File: config.mk
export PLATFORM = sky130hd
export DESIGN_NAME = wsm_top
export DESIGN_NICKNAME = d
export VERILOG_FILES = /design/src/verilog/wsm_pkg.sv /design/src/verilog/wsm_filt.sv /design/src/verilog/wsm_top.sv
export SDC_FILE = /design/constraint.sdc
export NUM_CORES = 1
export LEC_CHECK = 0
export ABC_AREA = 1
export BUFFER_PORTS_ARGS = -buffer_cell sky130_fd_sc_hd__buf_4
export CAP_MARGIN = 5
export CELL_PAD_IN_SITES_DETAIL_PLACEMENT = 1
export CELL_PAD_IN_SITES_GLOBAL_PLACEMENT = 1
export CORE_MARGIN = 1
export CORE_UTILIZATION = 45
export DETAILED_ROUTE_END_ITERATION = 6
export PLACE_DENSITY = 0.77
export SYNTH_ARGS = -nofsm -noshare
export SYNTH_HDL_FRONTEND = slang
export SYNTH_SLANG_ARGS = --single-unit
File: constraint.sdc
create_clock -name i_core_clk -period 2.09 [get_ports i_core_clk]
set_input_delay 0.1045 -clock i_core_clk [delete_from_list [all_inputs] [get_ports i_core_clk]]
set_output_delay 0.1045 -clock i_core_clk [all_outputs]
set_load 0.05 [all_outputs]
File: src/verilog/wsm_pkg.sv
// Shared constants, state types and register layout for the watchdog and supply monitor
package wsm_pkg;
  // Register addresses and power-on values
  localparam logic [7:0] WSM_SMC_ADDR = 8'hDF;
  localparam logic [7:0] WSM_SMC_RESET = 8'hDE;
  localparam logic [7:0] WSM_WDC_ADDR = 8'hC0;
  localparam logic [7:0] WSM_WDC_RESET = 8'h00;
  // Watchdog control field positions
  localparam int WDC_UNLOCK = 0;
  localparam int WDC_ENABLE = 1;
  localparam int WDC_STATUS = 2;
  localparam int WDC_RESP = 3;
  localparam int WDC_PRE_LO = 4;
  localparam int WDC_PRE_HI = 7;
  // Supply monitor control field positions
  localparam int SMC_ON = 0;
  localparam int SMC_TPA_LO = 1;
  localparam int SMC_TPA_HI = 2;
  localparam int SMC_TPD_LO = 3;
  localparam int SMC_TPD_HI = 4;
  localparam int SMC_FLAG = 5;
  localparam int SMC_ANALOG_SUPPLY_COMPARATOR = 6;
  localparam int SMC_DIGITAL_SUPPLY_COMPARATOR = 7;
  // Timing figures in their own units
  localparam int CLK_HZ = 10_000_000;
  localparam int WDOG_TIMEOUT_MS = 2000;
  localparam int RECOVER_MS = 250;
  localparam int FILTER_US = 50;
  localparam int CNT_W = 32;
  localparam int FILT_W = 16;
  localparam logic [CNT_W-1:0] CNT_ONE = 32'h0000_0001;
  localparam logic [FILT_W-1:0] FILT_ONE = 16'h0001;
  // Unlock sequence states, Gray coded
  typedef enum logic [1:0] {
    WSM_UL_IDLE = 2'b00,
    WSM_UL_PEND = 2'b01,
    WSM_UL_OPEN = 2'b11
  } wsm_ul_t;
  // Main block state
  typedef struct packed {
    logic [3:0] prescale;
    logic resp_sel;
    logic status;
    logic enable;
    wsm_ul_t ul;
    logic [CNT_W-1:0] wdog_cnt;
    logic flag;
    logic [CNT_W-1:0] rec_cnt;
    logic [1:0] trip_a;
    logic [1:0] trip_d;
    logic mon_on;
    logic irq_q;
    logic wdog_irq;
    logic wdog_rst;
    logic [7:0] rdata;
  } wsm_state_t;
  // Comparator filter state
  typedef struct packed {
    logic s1;
    logic s2;
    logic level;
    logic [FILT_W-1:0] cnt;
  } wsm_filt_t;
endpackage

File: src/verilog/wsm_filt.sv
// Two-flop synchroniser and glitch filter for one supply comparator
`timescale 1ns/1ps
`default_nettype none
module wsm_filt #(
  parameter logic [wsm_pkg::FILT_W-1:0] STABLE_CYCLES = 16'(wsm_pkg::FILTER_US * (wsm_pkg::CLK_HZ / 1_000_000))
) (
  input wire logic i_core_clk,
  input wire logic i_arst_n,
  input wire logic i_cmp_async,
  output logic o_level
);
  wsm_pkg::wsm_filt_t s;
  wsm_pkg::wsm_filt_t next_s;

  // Level follows the synchronised input only after it stays put
  always_comb begin
    next_s = s;
    next_s.s1 = i_cmp_async;
    next_s.s2 = s.s1;
    if (s.s2 == s.level) begin
      next_s.cnt = '0;
    end else if (s.cnt == STABLE_CYCLES - wsm_pkg::FILT_ONE) begin
      next_s.level = s.s2;
      next_s.cnt = '0;
    end else begin
      next_s.cnt = s.cnt + wsm_pkg::FILT_ONE;
    end
  end

  // State register, supply assumed good at reset
  always_ff @(posedge i_core_clk or negedge i_arst_n) begin
    if (!i_arst_n) begin
      s <= '{s1: 1'b1, s2: 1'b1, level: 1'b1, cnt: '0};
    end else begin
      s <= next_s;
    end
  end

  assign o_level = s.level;
endmodule
`default_nettype wire

File: src/verilog/wsm_top.sv
// Watchdog control register end and supply monitor with latched alarm
// What this block does
// - Writing one to the watchdog enable bit turns the watchdog on and zeroes its counter.
// - If enable is not rewritten with one before the timeout, a reset or an interrupt follows per the response select.
// - The enable bit clears on a written zero, a reset-response timeout, hardware reset and a supply interrupt.
// - Software sets the write unlock and writes the control register with the very next instruction.
// - When on, the monitor watches both supplies against trip levels chosen from four settings each.
// - The alarm reaches the core as an interrupt only when the secondary interrupt enable allows it.
// - The alarm flag stays set until the supply has been good for 250 ms without a break, or until software clears it while the supply is good.
// - Short glitches on the comparator outputs are filtered out.
// - The supply monitor control register sits at DFH, resets to DEH and is byte access only.
// - With response select one, a timeout raises a fixed non-maskable interrupt instead of a reset.
// - Either comparator low sets the flag, and the 250 ms count starts once both are high again.
// - Software may write the flag but a clear is ignored while either comparator is low.
// - Bit 0 of the supply monitor control register turns the monitor circuit on and off.
`timescale 1ns/1ps
`default_nettype none
module wsm_top #(
  parameter logic [wsm_pkg::CNT_W-1:0] WDOG_CYCLES = 32'(wsm_pkg::WDOG_TIMEOUT_MS * (wsm_pkg::CLK_HZ / 1000)),
  parameter logic [wsm_pkg::CNT_W-1:0] RECOVER_CYCLES = 32'(wsm_pkg::RECOVER_MS * (wsm_pkg::CLK_HZ / 1000)),
  parameter logic [wsm_pkg::FILT_W-1:0] FILT_CYCLES = 16'(wsm_pkg::FILTER_US * (wsm_pkg::CLK_HZ / 1_000_000))
) (
  input wire logic i_core_clk,
  input wire logic i_arst_n,
  input wire logic [7:0] i_sfr_addr,
  input wire logic i_sfr_wr,
  input wire logic i_sfr_rd,
  input wire logic [7:0] i_sfr_wdata,
  output logic [7:0] o_sfr_rdata,
  input wire logic i_instr_end,
  input wire logic i_supply_irq_en,
  input wire logic i_analog_supply_comparator,
  input wire logic i_digital_supply_comparator,
  output logic o_supply_monitor_on,
  output logic [1:0] o_trip_sel_a,
  output logic [1:0] o_trip_sel_d,
  output logic o_supply_irq,
  output logic o_wdog_enable_bit,
  output logic o_wdog_irq,
  output logic o_wdog_rst
);
  wsm_pkg::wsm_state_t s;
  wsm_pkg::wsm_state_t next_s;
  logic cmp_a;
  logic cmp_d;
  logic wr_wdc;
  logic wr_smc;
  logic supply_low;
  logic supply_irq;
  logic wd_timeout;
  logic [7:0] wdc_view;
  logic [7:0] smc_view;

  // Filtered comparator levels, one per supply
  wsm_filt #(.STABLE_CYCLES(FILT_CYCLES)) u_filt_a (
    .i_core_clk(i_core_clk),
    .i_arst_n(i_arst_n),
    .i_cmp_async(i_analog_supply_comparator),
    .o_level(cmp_a)
  );
  wsm_filt #(.STABLE_CYCLES(FILT_CYCLES)) u_filt_d (
    .i_core_clk(i_core_clk),
    .i_arst_n(i_arst_n),
    .i_cmp_async(i_digital_supply_comparator),
    .o_level(cmp_d)
  );

  // Decodes, alarm condition and register views
  assign wr_wdc = i_sfr_wr && (i_sfr_addr == wsm_pkg::WSM_WDC_ADDR);
  assign wr_smc = i_sfr_wr && (i_sfr_addr == wsm_pkg::WSM_SMC_ADDR);
  assign supply_low = s.mon_on && (!cmp_a || !cmp_d);
  assign supply_irq = s.flag && i_supply_irq_en;
  // Timeout condition, shared by the status clear and the irq gate assertion
  assign wd_timeout = s.enable && (s.wdog_cnt == WDOG_CYCLES - wsm_pkg::CNT_ONE);
  assign wdc_view = {s.prescale, s.resp_sel, s.status, s.enable, s.ul == wsm_pkg::WSM_UL_OPEN};
  assign smc_view = {cmp_d, cmp_a, s.flag, s.trip_d, s.trip_a, s.mon_on};

  // Next-state logic for the whole block
  always_comb begin
    next_s = s;
    next_s.wdog_irq = 1'b0;
    next_s.wdog_rst = 1'b0;
    next_s.irq_q = supply_irq;
    case (s.ul)
      wsm_pkg::WSM_UL_IDLE: next_s.ul = wsm_pkg::WSM_UL_IDLE;
      wsm_pkg::WSM_UL_PEND: begin
        if (i_instr_end) begin
          next_s.ul = wsm_pkg::WSM_UL_OPEN;
        end
      end
      wsm_pkg::WSM_UL_OPEN: begin
        if (i_instr_end) begin
          next_s.ul = wsm_pkg::WSM_UL_IDLE;
        end
      end
      default: next_s.ul = wsm_pkg::WSM_UL_IDLE;
    endcase
    // Watchdog counter and timeout response
    if (s.enable) begin
      if (s.wdog_cnt == WDOG_CYCLES - wsm_pkg::CNT_ONE) begin
        next_s.wdog_cnt = '0;
        next_s.status = 1'b1;
        if (s.resp_sel) begin
          next_s.wdog_irq = 1'b1;
        end else begin
          next_s.wdog_rst = 1'b1;
          next_s.enable = 1'b0;
        end
      end else begin
        next_s.wdog_cnt = s.wdog_cnt + wsm_pkg::CNT_ONE;
      end
    end
    if (wr_wdc) begin
      if (s.ul == wsm_pkg::WSM_UL_OPEN) begin
        next_s.prescale = i_sfr_wdata[wsm_pkg::WDC_PRE_HI:wsm_pkg::WDC_PRE_LO];
        next_s.resp_sel = i_sfr_wdata[wsm_pkg::WDC_RESP];
        next_s.enable = i_sfr_wdata[wsm_pkg::WDC_ENABLE];
        // A timeout in the same cycle keeps status set
        if (!i_sfr_wdata[wsm_pkg::WDC_STATUS] && !wd_timeout) begin
          next_s.status = 1'b0;
        end
        if (i_sfr_wdata[wsm_pkg::WDC_ENABLE]) begin
          next_s.wdog_cnt = '0;
        end
        next_s.ul = wsm_pkg::WSM_UL_IDLE;
      end else if (i_sfr_wdata[wsm_pkg::WDC_UNLOCK]) begin
        next_s.ul = i_instr_end ? wsm_pkg::WSM_UL_OPEN : wsm_pkg::WSM_UL_PEND;
      end
    end
    if (supply_irq && !s.irq_q) begin
      next_s.enable = 1'b0;
    end
    // Supply monitor control writes
    if (wr_smc) begin
      next_s.mon_on = i_sfr_wdata[wsm_pkg::SMC_ON];
      next_s.trip_a = i_sfr_wdata[wsm_pkg::SMC_TPA_HI:wsm_pkg::SMC_TPA_LO];
      next_s.trip_d = i_sfr_wdata[wsm_pkg::SMC_TPD_HI:wsm_pkg::SMC_TPD_LO];
      if (i_sfr_wdata[wsm_pkg::SMC_FLAG]) begin
        next_s.flag = 1'b1;
        next_s.rec_cnt = '0;
      end else if (!supply_low) begin
        next_s.flag = 1'b0;
      end
    end
    // set on low, recover after good run
    if (supply_low) begin
      next_s.flag = 1'b1;
      next_s.rec_cnt = '0;
    end else if (s.flag && next_s.flag && !(wr_smc && i_sfr_wdata[wsm_pkg::SMC_FLAG])) begin
      // A software set in the same cycle wins and restarts the count
      // unbroken 250 ms recovery
      if (s.rec_cnt == RECOVER_CYCLES - wsm_pkg::CNT_ONE) begin
        next_s.flag = 1'b0;
        next_s.rec_cnt = '0;
      end else begin
        next_s.rec_cnt = s.rec_cnt + wsm_pkg::CNT_ONE;
      end
    end
    if (i_sfr_rd) begin
      if (i_sfr_addr == wsm_pkg::WSM_SMC_ADDR) begin
        next_s.rdata = smc_view;
      end else if (i_sfr_addr == wsm_pkg::WSM_WDC_ADDR) begin
        next_s.rdata = wdc_view;
      end else begin
        next_s.rdata = 8'h00;
      end
    end
  end

  always_ff @(posedge i_core_clk or negedge i_arst_n) begin
    if (!i_arst_n) begin
      s <= '{prescale: wsm_pkg::WSM_WDC_RESET[wsm_pkg::WDC_PRE_HI:wsm_pkg::WDC_PRE_LO],
             resp_sel: wsm_pkg::WSM_WDC_RESET[wsm_pkg::WDC_RESP],
             status: wsm_pkg::WSM_WDC_RESET[wsm_pkg::WDC_STATUS],
             enable: wsm_pkg::WSM_WDC_RESET[wsm_pkg::WDC_ENABLE],
             ul: wsm_pkg::WSM_UL_IDLE,
             wdog_cnt: '0,
             flag: wsm_pkg::WSM_SMC_RESET[wsm_pkg::SMC_FLAG],
             rec_cnt: '0,
             trip_a: wsm_pkg::WSM_SMC_RESET[wsm_pkg::SMC_TPA_HI:wsm_pkg::SMC_TPA_LO],
             trip_d: wsm_pkg::WSM_SMC_RESET[wsm_pkg::SMC_TPD_HI:wsm_pkg::SMC_TPD_LO],
             mon_on: wsm_pkg::WSM_SMC_RESET[wsm_pkg::SMC_ON],
             irq_q: 1'b0,
             wdog_irq: 1'b0,
             wdog_rst: 1'b0,
             rdata: 8'h00};
    end else begin
      s <= next_s;
    end
  end

  // Outputs
  assign o_sfr_rdata = s.rdata;
  assign o_supply_monitor_on = s.mon_on;
  assign o_trip_sel_a = s.trip_a;
  assign o_trip_sel_d = s.trip_d;
  assign o_supply_irq = supply_irq;
  assign o_wdog_enable_bit = s.enable;
  assign o_wdog_irq = s.wdog_irq;
  assign o_wdog_rst = s.wdog_rst;
endmodule
`default_nettype wire
==> results of run 1 <==
report_power, final:
group	internal (uW)	switching, uW
Clock	1660	1130
Sequential	2580	115
Combinational	257	438
Total	4500	1680
stage by stage:
| step | hold WS [ns] | total power [uW] | util [%] |
|---|---|---|---|
| CTS | 0.00263 | 6270 | 54.2 |
| floorplan | -0.191 | 3170 | - |
| global route | 0.0180 | 6450 | 54.3 |
| finish | 0.0142 | 6180 | 54.3 |
| detailed placement | 0.125 | 3410 | 49.9 |
| global placement | 0.124 | 3390 | 49.9 |
repair_timing:
item | CTS | global route
setup endpoints to repair | 1 | 6
endpoints found under the hold margin | 67 | 0
pin swaps | 0 | 1
cloned | 0 | 1
gates resized for setup | 1 | 2
hold buffers | 13 | 0
worst min-delay path, stage by stage:
cell     delay, ns
buf_4         0.09
nand2_1       0.07
inv_1         0.11
sequential cells by signal (all words and copies together), names as in the netlist, 2 cells and up:
| signal | flops |
|---|---|
| o_trip_sel_d | 2 |
| o_trip_sel_a | 2 |
| u_filt_a.s | 17 |
| o_sfr_rdata | 8 |
| u_filt_d.s | 17 |
| s | 74 |
final cells by class:
type / instances / area [um2]
fillers: 2062 / 7340
multi-input cells: 768 / 3680
flip-flops and latches: 128 / 3220
repair buffers: 70 / 587
clock buffers: 18 / 439
inverters: 108 / 408
well taps: 216 / 270
clock inverters: 14 / 118
per-layer routing:
metal / global-route usage, % / vias to the layer above
met5: 0 / -
met4: 7.30 / 0
met3: 4.85 / 23
met2: 45.8 / 103
met1: 35.3 / 3318
li1: - / 3407
layout by cell type (no fill, tap or decap), types with 4 or more instances in the layout:
master,netlist,final
clkinv_2,0,6
xnor2_1,8,8
nand3_1,65,65
buf_4,13,54
inv_1,103,103
nand4_1,45,45
a21oi_1,8,8
dlygate4sd3_1,0,13
nor3b_1,7,7
clkbuf_16,0,17
nor2_4,7,8
dfstp_2,10,10
nor2_1,198,197
o21ai_0,15,15
inv_2,4,4
dfrtp_1,118,118
xor2_1,39,39
nor3_1,23,23
nor2_2,9,10
nand2_1,297,297
a31oi_1,9,9
nor4_1,11,11
logic make-up (layout without fill, tap and decap cells):
logic type	count (synthesis)	count (layout)	share of synthesized area [%]
adders and majority gates	4	4	0.669
DFF	128	128	43.0
AOI/OAI and AO/OA	36	36	2.68
and+or+nand+nor	680	681	40.2
xor gates and xnor gates	47	47	5.50
buffers and inverters	136	210	8.01
Yosys cell counts, drive strengths merged:
master and number:
a21oi 8, a31oi 9, and3 3, buf 24
clkbuf 4, dfrtp 118, dfstp 10, ha 4
inv 108, nand2 301, nand3 69, nand3b 1
nand4 46, nor2 214, nor3 25, nor3b 7
nor4 11, o211ai 1, o21ai 17, o21bai 1
or2 3, xnor2 8, xor2 39
how the worst min path moves through the flow:
stage,cells after the start,slack [ns],to,from
floorplan,0,-0.19,o_sfr_rdata[0],i_arst_n
global placement,1,0.12,s[79],i_arst_n
detailed placement,1,0.13,s[77],i_arst_n
CTS,3,0.003,s[10],i_supply_irq_en
global route,3,0.02,s[10],i_supply_irq_en
finish,3,0.01,s[10],i_supply_irq_en
==> impl_results.md, run 1 <==
* Status: finished clean
* Core area at 0.0161 mm2
* Vias per inst at 5.18
* I/O Buffers at 40
* WL/cell at 16.2 um
* Routed Antenna Nets at 0
* TritonCTS Buffers at 17
* P per Cell Area at 709 mW/mm2
* Dpl cells at 1,276
* Element type at the critical path start: register
* Antenna diodes at 0
* P_leak at 0.00386 uW
* CP Capture Type: register
* Mapped Nets at 1,059
* Stages on the worst setup path at 10
* Setup Slack @ Placement at -0.00354 ns
* DP Area at 0.00802 mm2
* Routability cong. at 0.903
* Mapped cell area at 0.00748 mm2
* Clock Tree Buf Depth at 2
* Row count at 46
* RSZ-0062 raised after global routing: false
* Flop2flop setup slack at 0.19 ns
* Vias at 6,851
* Critical path endpoint: s[26]
* Area contributors post-synth: dfrtp_1 (39%), nand2_1 (15%), nor2_1 (9.9%), inv_1 (5.2%), xor2_1 (4.6%)
* Synth warn at 0
* Synth area leader: dfrtp_1
* Max-cap viol count at 0
* Starting Density at 46.6%
* Synth top area share at 39.5%
* Fraction of layout instances using a drive strength above 1 at 12.4%
* Avg Inst Size Synth at 7.26 um2
* CTS tree: yes
* Worst EP required at 2.39 ns
* CTS clk-pin slew, worst paths at 0.06 ns
* FF-to-FF End: s[26]
* Worst Setup SP: s[16]
* Final HPWL DP at 15,800 um
* DRC at 0
* Fmax at 527 MHz
* Cell count after synthesis at 1,031
* Vias in the first global route at 7,089
* IO Pins at 41
* Slowest-stage cell, CP: dfrtp_1
* Initial DRC count at 286
* Setup ws final at 0.192 ns
* Fin Setup TNS at 0 ns
* Slowest stage delay, CP at 0.43 ns
* Worst relative slew slack at 59.3%
* Area grow syn2layout at 16.6%
* Clock sinks at 128
* Min cycle time layout at 1.90 ns
* Die height at 131 um
* Gr ovfl total at 0
* Clk Tree Root Cell: clkbuf_16
* CP cell instances: ha_2, inv_1, nor2_2, inv_1, nor2_1, nand2_1, nor2_2, nor2_1, nand3_1, nand2_1
* Worst R2R Path Depth at 10
* Top Family by Delay on Critical Path: simple AND/OR/NAND/NOR gates
* Worst vdd ir at 0.000728 V
* Uppermost layer routed: met4
* Yosys cell types at 39
* Buf+Inv Stages, Crit Path at 2
* Antenna violations before repair at 0
* DIE WIDTH at 131 um
* Number of setup violations in the final report at 0
* Final Cycle Share at 90.8%
* Post-route cell area at 0.00872 mm2
* Layout net count at 1,121
* WL met2 at 10,400 um
* H-tree Lvls at 4
* Worst skew pair latency at 0.42 ns
* Post-CTS setup buffers at 0
* Met1 WL at 10,000 um
* Final hold vios at 0
* Routed WL at 21,500 um
* Sequential element share of the synthesized area at 43.0%
* Clock Skew at 0.00877 ns
* Worst EP arrival at 2.20 ns
* Crit-path max FO at 6
* Reg2Reg Launch Point: s[16]
* Global-route wire length before repair at 35,400 um
* First-pass DRT Iterations at 5
* Crit Path Category: reg -> reg
* Total GRT Usage at 27.0%
* Largest net degree at the start of global routing at 59
* Worst min path class: in -> reg
* Yosys reg bits at 128
* Die area at 0.0171 mm2
* Routed wl met3 at 688 um
* Fin. max-slew vios at 0
* Worst slew pin tran at 0.609 ns
* Post-route insts no fill at 1,322
(Power assumes the default switching activity.)
==> run 2: changes to the inputs <==
--- a/config.mk
+++ b/config.mk
@@ -13,6 +13,7 @@
 export CORE_MARGIN = 1
 export CORE_UTILIZATION = 45
 export DETAILED_ROUTE_END_ITERATION = 6
+export HOLD_SLACK_MARGIN = 0.05
 export PLACE_DENSITY = 0.77
 export SYNTH_ARGS = -nofsm -noshare
 export SYNTH_HDL_FRONTEND = slang
==> impl_results.md, run 2 (synthesis gave the netlist of run 1 again) <==
* Status: finished clean (unchanged)
* Worst skew pair latency at 0.42 ns (about the same)
* Final Cycle Share at 90.3% (was 90.8%)
* P per Cell Area at 707 mW/mm2 (was 709 mW/mm2)
* Clk Tree Root Cell: clkbuf_16 (unchanged)
* Core area at 0.0161 mm2 (unchanged)
* First-pass DRT Iterations at 4 (was 5)
* Vias in the first global route at 7,123 (was 7,089)
* Worst EP arrival at 2.19 ns (was 2.20 ns)
* Commonest cells after routing, fill and taps aside: nand2_1 (297), nor2_1 (197), dfrtp_1 (118) (unchanged)
* Clock sinks at 128 (unchanged)
* RSZ-0062 raised after global routing: false (unchanged)
* Global-route wire length before repair at 35,600 um (was 35,400 um)
* Total GRT Usage at 27.2% (was 27.0%)
* Worst slew pin tran at 0.622 ns (was 0.609 ns)
* Initial DRC count at 273 (was 286)
* WL/cell at 16.3 um (was 16.2 um)
* Max-cap viol count at 0 (unchanged)
* Slowest-stage cell, CP: dfrtp_1 (unchanged)
* Clock Skew at 0.00891 ns (was 0.00877 ns)
* Dpl cells at 1,276 (unchanged)
* Commonest non-fill, non-tap cell in the layout: nand2_1 (unchanged)
* Post-CTS setup buffers at 0 (unchanged)
* # fillers at 2,057 (was 2,062)
* Fraction of layout instances using a drive strength above 1 at 12.3% (was 12.4%)
* IO Pins at 41 (unchanged)
* Number of setup violations in the final report at 0 (unchanged)
* Buf+Inv Stages, Crit Path at 2 (unchanged)
* Worst min path class: in -> reg (unchanged)
* Final hold vios at 0 (unchanged)
* Final HPWL DP at 15,800 um (unchanged)
* Sequential cell area at 0.00322 mm2 (unchanged)
* Largest net degree at the start of global routing at 59 (unchanged)
* Antenna diodes at 0 (unchanged)
* Starting Density at 46.6% (unchanged)
* Stages on the worst setup path at 10 (unchanged)
* Top Family by Delay on Critical Path: simple AND/OR/NAND/NOR gates (unchanged)
* Fin util at 54.6% (was 54.3%)
* Worst relative slew slack at 58.4% (was 59.3%)
* Worst R2R Path Depth at 10 (unchanged)
* Vias at 6,887 (was 6,851)
* Fin. max-slew vios at 0 (unchanged)
* TritonCTS Buffers at 17 (unchanged)
* Post-route cell area at 0.00876 mm2 (was 0.00872 mm2)
* Worst EP required at 2.39 ns (about the same)
* Antenna violations before repair at 0 (unchanged)
* FF-to-FF End: s[26] (unchanged)
* Fmax at 530 MHz (was 527 MHz)
* Element type at the critical path start: register (unchanged)
* Crit Path Category: reg -> reg (unchanged)
* CP cell instances: ha_2, inv_1, nor2_2, inv_1, nor2_1, nand2_1, nor2_2, nor2_1, nand3_1, nand2_1 (unchanged)
* Area of the multi-input gates at 0.00368 mm2 (unchanged)
* DP Area at 0.00802 mm2 (unchanged)
* Min cycle time layout at 1.89 ns (was 1.90 ns)
* DIE WIDTH at 131 um (unchanged)
* Layout net count at 1,125 (was 1,121)
* CP Capture Type: register (unchanged)
* WHS Endpoint: o_sfr_rdata[0] (was s[10])
* Reg2Reg Launch Point: s[16] (unchanged)
* Flop2flop setup slack at 0.20 ns (was 0.19 ns)
* Routability cong. at 0.903 (unchanged)
* Worst vdd ir at 0.000728 V (about the same)
* Most flops, register: s (unchanged)
* Gr ovfl total at 0 (unchanged)
* H-tree Lvls at 4 (unchanged)
* Max reg flops at 74 (unchanged)
* Worst hold start: i_sfr_addr[1] (was i_supply_irq_en)
* Hold depth at 6 (was 3)
* CTS tree: yes (unchanged)
* DRC at 0 (unchanged)
* Biggest regs: s x74, u_filt_a.s x17, u_filt_d.s x17 (unchanged)
* Crit-path max FO at 6 (unchanged)
* Power Total at 6190 uW (was 6180 uW)
* Row count at 46 (unchanged)
* Clock Tree Buf Depth at 2 (unchanged)
* Die area at 0.0171 mm2 (unchanged)
* Routed Antenna Nets at 0 (unchanged)
* Slowest stage delay, CP at 0.43 ns (about the same)
* Area grow syn2layout at 17.1% (was 16.6%)
* P_leak at 0.00388 uW (was 0.00386 uW)
* Routed WL at 21,600 um (was 21,500 um)
* CTS clk-pin slew, worst paths at 0.06 ns (about the same)
* Vias per inst at 5.19 (was 5.18)
* Post-route insts no fill at 1,326 (was 1,322)
* I/O Buffers at 40 (unchanged)
* Die height at 131 um (unchanged)
run 2: layout make-up:
class | instances | share of cell area (%)
Multi-Input combinational cell | 768 | 42.0
Sequential cell | 128 | 36.7
Timing Repair Buffer | 74 | 7.16
Clock buffer | 18 | 5.01
Inverter | 108 | 4.66
Tap cell | 216 | 3.09
Clock inverter | 14 | 1.34
run 2: what timing repair did:
item                                   in CTS  in global routing
resized for setup                           1                  2
pin swaps                                   0                  1
endpoints found under the hold margin      78                  0
setup endpoints to repair                   1                  6
cloned                                      0                  1
hold buffers                               17                  0
run 2: routing by layer:
metal | part of all wire, % | routed length, um | global-route usage (%) | vias up
li1 | - | - | - | 3409
met1 | 46 | 10100 | 35.4 | 3341
met2 | 49 | 10500 | 46.6 | 113
met3 | 3.2 | 699 | 4.85 | 24
met4 | 1.8 | 379 | 7.17 | 0
met5 | 0 | 0 | 0 | -
run 2: per-stage QoR:
step	hold WS [ns]	setup slack, ns	setup TNS [ns]
floorplan	-0.191	0.363	0
global placement	0.124	0.143	0
detailed placement	0.125	-0.00354	-0.00679
CTS	0.116	0.113	0
global route	0.161	0.00864	0
finish	0.130	0.202	0
run 2: how the worst max path moves through the flow:
stage                       end              start
after floorplan           s[71]  o_wdog_enable_bit
after global placement    s[45]   u_filt_a.o_level
after detailed placement  s[39]   u_filt_a.o_level
after CTS                 s[29]              s[16]
after global routing      s[24]              s[16]
final                     s[26]              s[16]
run 2: worst register-to-register path, stage by stage, from the launching register on:
cell and delay [ns]:
dfrtp_1 0.43, ha_2 0.26, inv_1 0.08, nor2_2 0.20, inv_1 0.10, nor2_1 0.12
nand2_1 0.14, nor2_2 0.26, nor2_1 0.09, nand3_1 0.07, nand2_1 0.05
run 2: report_power, final:
part | total (uW) | switching (uW) | leakage [uW] | internal, uW
clock network | 2790 | 1130 | 0.000272 | 1660
logic | 701 | 441 | 0.00189 | 261
registers | 2700 | 116 | 0.00171 | 2580
==> run 3: changes to the inputs <==
--- a/config.mk
+++ b/config.mk
@@ -5,16 +5,17 @@
 export SDC_FILE = /design/constraint.sdc
 export NUM_CORES = 1
 export LEC_CHECK = 0
-export ABC_AREA = 1
+export ABC_AREA = 0
 export BUFFER_PORTS_ARGS = -buffer_cell sky130_fd_sc_hd__buf_4
 export CAP_MARGIN = 5
 export CELL_PAD_IN_SITES_DETAIL_PLACEMENT = 1
 export CELL_PAD_IN_SITES_GLOBAL_PLACEMENT = 1
 export CORE_MARGIN = 1
-export CORE_UTILIZATION = 45
+export CORE_UTILIZATION = 43
 export DETAILED_ROUTE_END_ITERATION = 6
+export GPL_ROUTABILITY_DRIVEN = 0
 export HOLD_SLACK_MARGIN = 0.05
-export PLACE_DENSITY = 0.77
+export PLACE_DENSITY = 0.73
 export SYNTH_ARGS = -nofsm -noshare
 export SYNTH_HDL_FRONTEND = slang
 export SYNTH_SLANG_ARGS = --single-unit
==> constraint.sdc (replaced) <==
create_clock -name i_core_clk -period 1.6 [get_ports i_core_clk]
set_input_delay 0.08 -clock i_core_clk [delete_from_list [all_inputs] [get_ports i_core_clk]]
set_output_delay 0.08 -clock i_core_clk [all_outputs]
set_load 0.05 [all_outputs]
==> impl_results.md, run 3 <==
* Comb pwr share at 16.2% (was 11.3%)
* Synth area leader: dfrtp_1 (unchanged)
* Total GRT Usage at 36.6% (was 27.2%)
* Final hold vios at 0 (unchanged)
* Die height at 126 um (was 131 um)
* IO Pins at 41 (unchanged)
* Worst hold slack at 0.118 ns (was 0.130 ns)
* Mapped cell area at 0.00656 mm2 (was 0.00748 mm2)
* Post-route insts no fill at 1,093 (was 1,326)
* CTS tree: yes (unchanged)
* Row count at 44 (was 46)
* H-tree Lvls at 4 (unchanged)
* Mapped Nets at 690 (was 1,059)
* Crit Path Category: reg -> reg (unchanged)
* Max-cap viol count at 0 (unchanged)
* Element type at the critical path start: register (unchanged)
* Worst vdd ir at 0.00132 V (was 0.000728 V)
* Most flops, register: s (unchanged)
* Sw frac at 27.7% (was 27.3%)
* Final HPWL DP at 14,200 um (was 15,800 um)
* Worst min path class: in -> reg (unchanged)
* Async S/R FF share, synth at 100% (unchanged)
* RSZ-0062 raised after global routing: true (was false)
* CTS clk-pin slew, worst paths at 0.06 ns (about the same)
* Clk pwr share at 46.4% (was 45.1%)
* Yosys reg bits at 128 (unchanged)
* Global-route wire length before repair at 43,300 um (was 35,600 um)
* Area contributors post-synth: dfrtp_1 (45%), nor2_1 (5.8%), xor2_1 (4.7%), xnor2_1 (4.1%), dfstp_2 (4.0%) (was dfrtp_1 (39%), nand2_1 (15%), nor2_1 (9.9%), inv_1 (5.2%), xor2_1 (4.6%))
* Worst slew pin tran at 0.875 ns (was 0.622 ns)
* Sequential element share of the synthesized area at 49.0% (was 43.0%)
* Worst skew pair latency at 0.44 ns (was 0.42 ns)
* Max reg flops at 74 (unchanged)
* Antenna diodes at 0 (unchanged)
* Starting Density at 44.7% (was 46.6%)
* Clk Tree Root Cell: clkbuf_16 (unchanged)
* Core area at 0.0147 mm2 (was 0.0161 mm2)
* P_leak at 0.00447 uW (was 0.00388 uW)
* Dpl cells at 992 (was 1,276)
* Cell count after synthesis at 662 (was 1,031)
* Antenna violations before repair at 0 (unchanged)
* Fin util at 72.2% (was 54.6%)
* Fraction of layout instances using a drive strength above 1 at 52.3% (was 12.3%)
* Synth top area share at 45.0% (was 39.5%)
* CP Capture Type: register (unchanged)
* P per Cell Area at 897 mW/mm2 (was 707 mW/mm2)
* Worst EP arrival at 2.56 ns (was 2.19 ns)
* WL/cell at 29.9 um (was 16.3 um)
* Fmax at 448 MHz (was 530 MHz)
* Number of setup violations in the final report at 104 (was 0)
* Yosys cell types at 60 (was 39)
* I/O Buffers at 40 (unchanged)
* Power Internal at 6890 uW (was 4500 uW)
* Vias in the first global route at 7,530 (was 7,123)
* Routed WL at 32,700 um (was 21,600 um)
* Largest net degree at the start of global routing at 41 (was 59)
* Status: finished, violations left (was finished clean)
* Crit-path max FO at 3 (was 6)
* Count leader, synth: dfrtp_1 (was nand2_1)
* Gr ovfl total at 0 (unchanged)
* Clock Tree Buf Depth at 2 (unchanged)
* Commonest cells after routing, fill and taps aside: buf_4 (201), dfrtp_1 (108), nor2_4 (46) (was nand2_1 (297), nor2_1 (197), dfrtp_1 (118))
* Final Cycle Share at 139% (was 90.3%)
* Die area at 0.0158 mm2 (was 0.0171 mm2)
* Clock sinks at 128 (unchanged)
* Seq pwr share at 37.4% (was 43.6%)
* Area grow syn2layout at 61.8% (was 17.1%)
* Worst relative slew slack at 41.1% (was 58.4%)
* Number of synthesized flops with an enable pin at 0 (unchanged)
* Min cycle time layout at 2.23 ns (was 1.89 ns)
* Clock Skew at 0.00934 ns (was 0.00891 ns)
* Fin Setup TNS at -30.38 ns (was 0 ns)
* Failing checks: DRC, setup timing
* Biggest regs: s x74, u_filt_a.s x17, u_filt_d.s x17 (unchanged)
* Routed Antenna Nets at 0 (unchanged)
* Vias per inst at 6.49 (was 5.19)
* Commonest cells in the netlist: dfrtp_1 (118), nor2_1 (101), nand2_1 (42), nand4_1 (37), nand3_1 (36) (was nand2_1 (297), nor2_1 (198), dfrtp_1 (118), inv_1 (103), nand3_1 (65))
* DRC at 2 (was 0)
* First-pass DRT Iterations at 7 (was 4)
* Net Sw Power at 2640 uW (was 1690 uW)
* Commonest non-fill, non-tap cell in the layout: buf_4 (was nand2_1)
* Avg Inst Size Synth at 9.92 um2 (was 7.26 um2)
* Layout net count at 924 (was 1,125)
* Worst EP required at 1.92 ns (was 2.39 ns)
* Setup ws final at -0.631 ns (was 0.202 ns)
* Fin. max-slew vios at 0 (unchanged)
* TritonCTS Buffers at 17 (unchanged)
* Vias at 7,098 (was 6,887)
* DIE WIDTH at 126 um (was 131 um)
* Initial DRC count at 581 (was 273)
* Top_reg_cell synth: dfrtp_1 (unchanged)
* Synth warn at 0 (unchanged)
==> run 3: cell count changes after synthesis, moves of 10 or more <==
| cell | previous run | this run |
|---|---|---|
| and3_1 | 3 | 13 |
| mux2_2 | 0 | 10 |
| a21oi_1 | 8 | 20 |
| xnor2_1 | 8 | 31 |
| inv_1 | 103 | 15 |
| a31oi_1 | 9 | 21 |
| nor3_1 | 23 | 11 |
| nand3_1 | 65 | 36 |
| nand2_1 | 297 | 42 |
| nor2_1 | 198 | 101 |
==> run 3: final cells by class <==
class / instances / area, um2
clock buffer: 23 / 498
sequential: 128 / 3230
multi-input combinational: 484 / 4250
tap: 184 / 230
clock inverter: 9 / 153
timing repair buffer: 250 / 2200
inverter: 15 / 56.3
fill: 1414 / 4080
==> run 3: stage by stage <==
| stage | power [uW] | setup WS (ns) | cell area (um2) |
|---|---|---|---|
| after global placement | 4560 | -0.277 | 8180 |
| after CTS | 9130 | -0.370 | 9950 |
| after floorplan | 4070 | -0.196 | 6740 |
| after global routing | 9670 | -0.649 | 10600 |
| final | 9530 | -0.631 | 10600 |
| after detailed placement | 4650 | -0.321 | 8180 |
==> run 3: worst paths after layout <==
| path | startpoint | endpoint | slack, ns | depth (start not counted) |
|---|---|---|---|---|
| worst min register to register | u_filt_a.next_s[17] | u_filt_a.s[17] | 0.36 | 0 |
| min in group asynchronous | i_arst_n | u_filt_a.s[5] | 0.18 | 2 |
| worst min-delay path | i_sfr_wdata[1] | o_trip_sel_a[0] | 0.12 | 3 |
| max in group asynchronous | i_arst_n | s[28] | 0.76 | 3 |
| worst max-delay path | s[16] | s[30] | -0.63 | 8 |
| worst max register to register | s[16] | s[30] | -0.63 | 8 |
==> run 3: metal layers <==
layer  up-vias  GRT usage [%]  share of wire, %
met3       183           7.19               5.8
met5         -              0                 0
met1      3633           39.7                36
met2       438           64.6                51
met4         0           25.3               7.3
li1       2844              -                 -
==> run 3: critical path, cell delays in order (launching register included) <==
cell and delay (ns):
dfrtp_1 0.43, ha_2 0.26, nand4_1 0.22, buf_4 0.22, or2_4 0.25, buf_6 0.13
a2111oi_4 0.35, xnor2_1 0.19, nor2_1 0.07
==> run 3: power groups by stage <==
stage               Sequential, uW  Clock (uW)  Combinational, uW
finish                        3570        4420               1540
global route                  3560        4520               1590
CTS                           3520        4330               1280
detailed placement            3570           0               1070
global placement              3560           0               1000
floorplan                     3580           0                496
==> run 3: repair_timing <==
action,in CTS,in global routing
setup buffers,40,22
pin swaps,61,68
gates cloned,6,0
endpoints found under the hold margin,104,0
resized for setup,128,144
hold buffers,14,0
setup endpoints to repair,99,104
==> run 3: logic make-up (layout without fill, tap and decap cells) <==
group                      count (synthesis)  after routing  synth area share, %
buffers and inverters                     51            297                 4.08
and+or+nand+nor                          309            309                 25.4
muxes                                     19             19                 3.09
adders and majority gates                  4              4                0.763
AOI/OAI and AO/OA                         85             86                 8.86
xor gates and xnor gates                  66             66                 8.81
DFF                                      128            128                 49.0
